$ cat config.mk
export PLATFORM = sky130hd
export DESIGN_NAME = bst_tap
export DESIGN_NICKNAME = d
export VERILOG_FILES = /design/src/verilog/bst_pkg.sv /design/src/verilog/bst_tap.sv
export SDC_FILE = /design/constraint.sdc
export NUM_CORES = 2
export LEC_CHECK = 0
export ABC_AREA = 1
export BUFFER_PORTS_ARGS = -buffer_cell sky130_fd_sc_hd__buf_2
export CORE_AREA = 2 2 615 617
export DETAILED_ROUTE_END_ITERATION = 8
export DIE_AREA = 0 0 617 619
export PLACE_DENSITY = 0.3
export RECOVER_POWER = 25
export SLEW_MARGIN = 20
export SYNTH_ARGS = -nofsm -noshare
export SYNTH_HDL_FRONTEND = slang
export SYNTH_SLANG_ARGS = --single-unit
$ cat constraint.sdc
create_clock -name core_clk -period 2.5 [get_ports core_clk]
set_clock_uncertainty 0.15 [all_clocks]
set_input_delay 0.75 -clock core_clk [delete_from_list [all_inputs] [get_ports core_clk]]
set_output_delay 0.75 -clock core_clk [all_outputs]
set_load 0.05 [all_outputs]
$ cat src/verilog/bst_pkg.sv
// constants and types for the boundary-scan test access port
// assumes one core clock that oversamples the test clock pin
package bst_pkg;

  // ==========================================================
  // register lengths
  localparam int IR_LEN = 3;
  localparam int BSR_LEN_SMALL = 522;
  localparam int BSR_LEN_MID = 621;
  localparam int BSR_LEN_LARGE = 666;
  localparam int SYNC_LEN = 3;
  localparam int FIFO_DEPTH = 8;

  // ==========================================================
  // instruction codes and fixed capture value
  localparam logic [IR_LEN-1:0] OP_EXTEST = 3'h0;
  localparam logic [IR_LEN-1:0] OP_SAMPLE = 3'h5;
  localparam logic [IR_LEN-1:0] OP_BYPASS = 3'h7;
  localparam logic [IR_LEN-1:0] IR_CAPTURE = 3'h1;

  // ==========================================================
  // controller states
  typedef enum logic [3:0] {
    st_tlr, st_rti, st_sel_dr, st_cap_dr, st_sh_dr, st_ex1_dr, st_pa_dr, st_ex2_dr,
    st_up_dr, st_sel_ir, st_cap_ir, st_sh_ir, st_ex1_ir, st_pa_ir, st_ex2_ir, st_up_ir
  } bst_state_t;

endpackage

$ cat src/verilog/bst_tap.sv
// boundary-scan test access port with a small fifo on the scan-out path
// assumes tck, tms, tdi arrive as pins from another clock domain,
// cfg_busy comes from configuration logic on core_clk
`timescale 1ns/1ps
`default_nettype none

// ==========================================================
// fifo
module bst_fifo #(
  parameter int WIDTH = 1,
  parameter int DEPTH = bst_pkg::FIFO_DEPTH
) (
  // clock and reset
  input wire logic core_clk,
  input wire logic rst_n,
  // fill side
  input wire logic in_valid,
  output logic in_ready,
  input wire logic [WIDTH-1:0] in_data,
  // drain side
  output logic out_valid,
  input wire logic out_ready,
  output logic [WIDTH-1:0] out_data
);
  localparam int AW = (DEPTH > 1) ? $clog2(DEPTH) : 1;
  localparam int CW = $clog2(DEPTH + 1);

  logic [WIDTH-1:0] mem_q [DEPTH];
  logic [WIDTH-1:0] mem_d [DEPTH];
  logic [AW-1:0] wr_q, wr_d, rd_q, rd_d;
  logic [CW-1:0] cnt_q, cnt_d;
  logic push, pop;

  function automatic logic [AW-1:0] ptr_inc(input logic [AW-1:0] p);
    ptr_inc = (p == AW'(DEPTH - 1)) ? '0 : p + 1'b1;
  endfunction

  assign in_ready = (cnt_q != CW'(DEPTH));
  assign out_valid = (cnt_q != '0);
  assign out_data = mem_q[rd_q];
  assign push = in_valid && in_ready;
  assign pop = out_valid && out_ready;

  always_comb begin
    mem_d = mem_q;
    if (push) begin
      mem_d[wr_q] = in_data;
    end
    wr_d = push ? ptr_inc(wr_q) : wr_q;
    rd_d = pop ? ptr_inc(rd_q) : rd_q;
    cnt_d = cnt_q + CW'(push) - CW'(pop);
  end

  always_ff @(posedge core_clk) begin
    if (!rst_n) begin
      wr_q <= '0;
      rd_q <= '0;
      cnt_q <= '0;
    end else begin
      wr_q <= wr_d;
      rd_q <= rd_d;
      cnt_q <= cnt_d;
    end
    mem_q <= mem_d;
  end
endmodule

// ==========================================================
// test access port
module bst_tap #(
  parameter int BSR_LEN = bst_pkg::BSR_LEN_SMALL
) (
  // clock and reset
  input wire logic core_clk,
  input wire logic rst_n,
  // test pins, with pad drive sense
  input wire logic tck_pin,
  input wire logic tck_drv,
  input wire logic tms_pin,
  input wire logic tms_drv,
  input wire logic tdi_pin,
  input wire logic tdi_drv,
  output logic tdo_o,
  output logic tdo_oe,
  // device state
  input wire logic cfg_busy,
  // boundary cells
  input wire logic [BSR_LEN-1:0] pin_in,
  input wire logic [BSR_LEN-1:0] core_out,
  output logic [BSR_LEN-1:0] pin_out,
  output logic test_mode
);
  localparam int IR_LEN = bst_pkg::IR_LEN;
  localparam int SL = bst_pkg::SYNC_LEN;

  function automatic logic is_shift(input bst_pkg::bst_state_t s);
    is_shift = (s == bst_pkg::st_sh_dr) || (s == bst_pkg::st_sh_ir);
  endfunction

  function automatic bst_pkg::bst_state_t tap_next(input bst_pkg::bst_state_t s,
                                                    input logic m);
    unique case (s)
      bst_pkg::st_tlr: tap_next = m ? bst_pkg::st_tlr : bst_pkg::st_rti;
      bst_pkg::st_rti: tap_next = m ? bst_pkg::st_sel_dr : bst_pkg::st_rti;
      bst_pkg::st_sel_dr: tap_next = m ? bst_pkg::st_sel_ir : bst_pkg::st_cap_dr;
      bst_pkg::st_cap_dr: tap_next = m ? bst_pkg::st_ex1_dr : bst_pkg::st_sh_dr;
      bst_pkg::st_sh_dr: tap_next = m ? bst_pkg::st_ex1_dr : bst_pkg::st_sh_dr;
      bst_pkg::st_ex1_dr: tap_next = m ? bst_pkg::st_up_dr : bst_pkg::st_pa_dr;
      bst_pkg::st_pa_dr: tap_next = m ? bst_pkg::st_ex2_dr : bst_pkg::st_pa_dr;
      bst_pkg::st_ex2_dr: tap_next = m ? bst_pkg::st_up_dr : bst_pkg::st_sh_dr;
      bst_pkg::st_up_dr: tap_next = m ? bst_pkg::st_sel_dr : bst_pkg::st_rti;
      bst_pkg::st_sel_ir: tap_next = m ? bst_pkg::st_tlr : bst_pkg::st_cap_ir;
      bst_pkg::st_cap_ir: tap_next = m ? bst_pkg::st_ex1_ir : bst_pkg::st_sh_ir;
      bst_pkg::st_sh_ir: tap_next = m ? bst_pkg::st_ex1_ir : bst_pkg::st_sh_ir;
      bst_pkg::st_ex1_ir: tap_next = m ? bst_pkg::st_up_ir : bst_pkg::st_pa_ir;
      bst_pkg::st_pa_ir: tap_next = m ? bst_pkg::st_ex2_ir : bst_pkg::st_pa_ir;
      bst_pkg::st_ex2_ir: tap_next = m ? bst_pkg::st_up_ir : bst_pkg::st_sh_ir;
      bst_pkg::st_up_ir: tap_next = m ? bst_pkg::st_sel_dr : bst_pkg::st_rti;
    endcase
  endfunction

  // ==========================================================
  // pin synchronisers, bit 2 tck, bit 1 tms, bit 0 tdi
  logic [SL-1:0] raw;
  logic [SL-1:0] s1_q, s2_q, s3_q, lv_q, lv_d;
  logic rise, fall, tms_lv, tdi_lv;

  // pull-ups: a pin nobody drives reads high
  assign raw = {tck_drv ? tck_pin : 1'b1, tms_drv ? tms_pin : 1'b1,
                tdi_drv ? tdi_pin : 1'b1};

  always_comb begin
    for (int i = 0; i < SL; i++) begin
      lv_d[i] = (s2_q[i] == s3_q[i]) ? s3_q[i] : lv_q[i];
    end
  end

  assign rise = s2_q[2] && s3_q[2] && !lv_q[2];
  assign fall = !s2_q[2] && !s3_q[2] && lv_q[2];
  assign tms_lv = lv_q[1];
  assign tdi_lv = lv_q[0];

  always_ff @(posedge core_clk) begin
    if (!rst_n) begin
      s1_q <= '1;
      s2_q <= '1;
      s3_q <= '1;
      lv_q <= '1;
    end else begin
      s1_q <= raw;
      s2_q <= s1_q;
      s3_q <= s2_q;
      lv_q <= lv_d;
    end
  end

  // ==========================================================
  // controller and scan registers
  bst_pkg::bst_state_t st_q, st_d;
  logic [IR_LEN-1:0] ir_q, ir_d, irs_q, irs_d;
  logic byp_q, byp_d;
  logic [BSR_LEN-1:0] bsr_q, bsr_d, upd_q, upd_d, pin_out_q, pin_out_d;
  logic tdo_q, tdo_d, oe_q, oe_d, mode_q, mode_d;
  logic so_bit, ext, fifo_in_ready, fifo_out_valid, fifo_out_data, push, step;

  // unknown codes fall back to bypass
  assign ext = (ir_q == bst_pkg::OP_EXTEST);
  assign so_bit = (st_q == bst_pkg::st_sh_ir) ? irs_q[0] :
                  (ir_q == bst_pkg::OP_EXTEST || ir_q == bst_pkg::OP_SAMPLE) ?
                  bsr_q[0] : byp_q;
  // a full fifo would drop the falling edge push; never fills with a free drain
  assign push = fall && is_shift(st_q);
  assign step = rise;

  always_comb begin
    st_d = st_q;
    ir_d = ir_q;
    irs_d = irs_q;
    byp_d = byp_q;
    bsr_d = bsr_q;
    upd_d = upd_q;
    tdo_d = tdo_q;
    oe_d = oe_q;
    if (step) begin
      st_d = tap_next(st_q, tms_lv);
      unique case (st_q)
        bst_pkg::st_tlr: ir_d = bst_pkg::OP_BYPASS;
        bst_pkg::st_cap_ir: irs_d = bst_pkg::IR_CAPTURE;
        bst_pkg::st_sh_ir: irs_d = {tdi_lv, irs_q[IR_LEN-1:1]};
        bst_pkg::st_up_ir: ir_d = irs_q;
        bst_pkg::st_cap_dr: begin
          byp_d = 1'b0;
          bsr_d = pin_in;
        end
        bst_pkg::st_sh_dr: begin
          if (ir_q == bst_pkg::OP_EXTEST || ir_q == bst_pkg::OP_SAMPLE) begin
            bsr_d = {tdi_lv, bsr_q[BSR_LEN-1:1]};
          end else begin
            byp_d = tdi_lv;
          end
        end
        bst_pkg::st_up_dr: begin
          if (ir_q == bst_pkg::OP_EXTEST || ir_q == bst_pkg::OP_SAMPLE) begin
            upd_d = bsr_q;
          end
        end
        default: ;
      endcase
    end
    if (fall) begin
      oe_d = is_shift(st_q);
    end
    if (fifo_out_valid) begin
      tdo_d = fifo_out_data;
    end
    if (cfg_busy) begin
      st_d = bst_pkg::st_tlr;
      ir_d = bst_pkg::OP_BYPASS;
      oe_d = 1'b0;
    end
    mode_d = ext;
    pin_out_d = ext ? upd_q : core_out;
  end

  always_ff @(posedge core_clk) begin
    if (!rst_n) begin
      st_q <= bst_pkg::st_tlr;
      ir_q <= bst_pkg::OP_BYPASS;
      irs_q <= '0;
      byp_q <= 1'b0;
      bsr_q <= '0;
      upd_q <= '0;
      pin_out_q <= '0;
      tdo_q <= 1'b1;
      oe_q <= 1'b0;
      mode_q <= 1'b0;
    end else begin
      st_q <= st_d;
      ir_q <= ir_d;
      irs_q <= irs_d;
      byp_q <= byp_d;
      bsr_q <= bsr_d;
      upd_q <= upd_d;
      pin_out_q <= pin_out_d;
      tdo_q <= tdo_d;
      oe_q <= oe_d;
      mode_q <= mode_d;
    end
  end

  // ==========================================================
  // scan-out buffer, tdo follows a falling edge by a few core cycles
  bst_fifo #(
    .WIDTH(1),
    .DEPTH(bst_pkg::FIFO_DEPTH)
  ) u_fifo (
    .core_clk(core_clk),
    .rst_n(rst_n),
    .in_valid(push),
    .in_ready(fifo_in_ready),
    .in_data(so_bit),
    .out_valid(fifo_out_valid),
    .out_ready(1'b1),
    .out_data(fifo_out_data)
  );

  assign tdo_o = tdo_q;
  assign tdo_oe = oe_q;
  assign pin_out = pin_out_q;
  assign test_mode = mode_q;
endmodule

`default_nettype wire

==> results.cfg <==
[status]
outcome = completed

[timing]
rsz0062_at_grt = yes
finalMaxSlewViolations = 0
finalSetupViolations = 0
worst_slew_pin_slew_ps = 1141
hold_viol_final = 0
whs_ps = 85.15
setup_ws_ps = 83.81
period_needed_ps = 2416
fmax_ghz = 0.4139
slew_headroom_pct = 23.90
finalSetupTns_ps = 0
fin_crit_sh_pct = 96.65

[place]
place_area_um2 = 76670
dp_cells = 14060
gp_congestion = 0.9206
post-place-ws_ps = 57.04
hpwl_um = 260000
port_buffers = 1577

[layout]
final_nets = 11070
finalNonFillerCells = 15220
final_core_util_pct = 24.58
area_growth_syn_to_layout_pct = 51.47
drive_above_1_share_pct = 23.27
stdcell_area_um2 = 92110

[floorplanning]
rows = 225
pin_count = 1578
die-width_um = 617
dieArea_um2 = 381900
coreArea_um2 = 374700
die_h_um = 619
start_util_pct = 16.23

[min_path]
min_path_type = in -> reg

[yosys]
yosysMostFrequentCell = nor2_1
synth_area_leader_cell = dfxtp_1
synthTopCellsByArea = dfxtp_1 (53%), nor2_1 (12%), o21ai_0 (9.4%)
synth-main-ff-cell = dfxtp_1
syn-cell-area_um2 = 60810
netlist_instances = 7705
synth.top_cells.by_count = nor2_1 (1953), dfxtp_1 (1602), o21ai_0 (1143), nand2_1 (1019), nand3_1 (450)
synth_edf_count = 8
syn_nets = 8771
ys_async_sr_fraction_pct = 0
seq_area_frac_synth_pct = 53.13
synth_top_area_share_pct = 52.74
synthDistinctLibCells = 31
synth_seq_cells = 1610
synth.avg_cell_area_um2 = 7.892
yosys_warnings = 0

[clocking]
clk_pin_slew_ps = 60
cts_tree = yes
cts_inserted_buffers = 213
clock_latency_ps = 900
cts_buffer_depth = 4
cts.htree.levels = 4
clock-root-buffer = clkbuf_16
cts_sinks = 1610

[setup_path]
worstSetupPathType = reg -> out
cp.arrival_ps = 1520
critical_path_buf_inv_count = 1
startpoint_type = register
cp.required_ps = 1600
max_stage_delay_ps = 430
cp_cell_sequence = buf_8
crit_path_end_kind = output pin
critical-path-top-delay-family = flip-flops
critPathMaxFanout = 1
slowest_stage = dfxtp_4

[route]
wire_per_inst_um = 22.08
first_pass_iters = 5
drc = 0
wl_um = 336000
antenna_left = 0
routed-via-count = 62510
drt_iter0_markers = 3584
via_per_inst = 4.108

[global_route]
grt_max_degree = 116
grt_use_total_pct = 16.78
antenna_found_initial = 182
grt_first_pass_wirelength_um = 468100
globalRouteOverflowTotal = 0
grt_pass1_vias = 63090

[run]
max_cap_violations = 0

[pwr]
powerDensity_nw_per_um2 = 719.0
leakage_nw = 41.28
power_mw = 66.23
max-vdd-ir-drop_v = 0.0006326
layout make-up:
type,instances,area (um2)
sequential,1610,32410
fill,41610,282600
clock buffer,315,6409
timing repair buffer,2725,20060
inverter,126,498.0
tap,4994,6248
clock inverter,70,1046
antenna,49,122.6
multi-input combinational,5329,25310
routing by layer:
| metal | share of wire, % | track usage, % |
|---|---|---|
| met2 | 48 | 29.09 |
| met3 | 5.2 | 3.335 |
| met4 | 3.1 | 4.898 |
| met1 | 43 | 20.89 |
| met5 | 0.068 | 0 |
power by group:
part	internal [mW]	switching (mW)	leakage (nW)
logic	2.64	4.34	24.5
clock network	19.8	13.0	3.67
registers	26.2	0.288	13.1
path summary, 6_finish.rpt:
check                                    from      endpoint  slack, ps  cells past startpoint
worst max-delay path             pin_out[367]  pin_out[367]         80                      1
worst min register to register        s1_q[0]       s2_q[0]        260                      1
worst max register to register        st_q[0]    upd_q[289]        110                      8
worst min-delay path            core_out[263]  pin_out[263]         90                      3
cell usage in the layout (no fill, tap or decap), drive strengths merged, types with 3 or more instances in the layout:
cell type,n
edfxtp,8
o211a,436
dfxtp,1602
o22ai,3
diode,49
nand3,450
inv,131
nor2,1959
clkbuf,368
nand2,1020
nor3,3
a21oi,194
clkinvlp,4
o21ai,1238
buf,1947
or2,5
dlygate4sd3,725
clkinv,41
bufinv,20
ha,12
state kept, by name, summed over array words and instances (netlist names):
signal,count
lv_q,3
tdo_oe,1
irs_q,3
pin_out,522
s2_q,3
upd_q,522
test_mode,1
byp_q,1
u_fifo.cnt_q,4
tdo_o,1
u_fifo.mem_q,8
s1_q,3
st_q,4
u_fifo.rd_q,3
ir_q,3
u_fifo.wr_q,3
bsr_q,522
s3_q,3
cell families (layout without fill, tap and decap cells):
group,count (synthesis),in the layout,synth area share [%]
AOI/OAI and AO/OA,1875,1875,19.04
xor gates and xnor gates,1,1,0.01441
adders and majority gates,13,13,0.2798
buffers and inverters,766,3236,5.286
DFF,1610,1610,53.13
other,0,49,0
and+or+nand+nor,3440,3440,22.24
repair_timing:
action / 4_1_cts / 5_1_grt
endpoints found under the setup margin: 201 / 42
hold buffers: 725 / 0
buffers inserted: 0 / 0
gates resized for setup: 323 / 4
pin swaps: 0 / 0
hold endpoints to repair: 724 / 0
(Power assumes the default switching activity.)
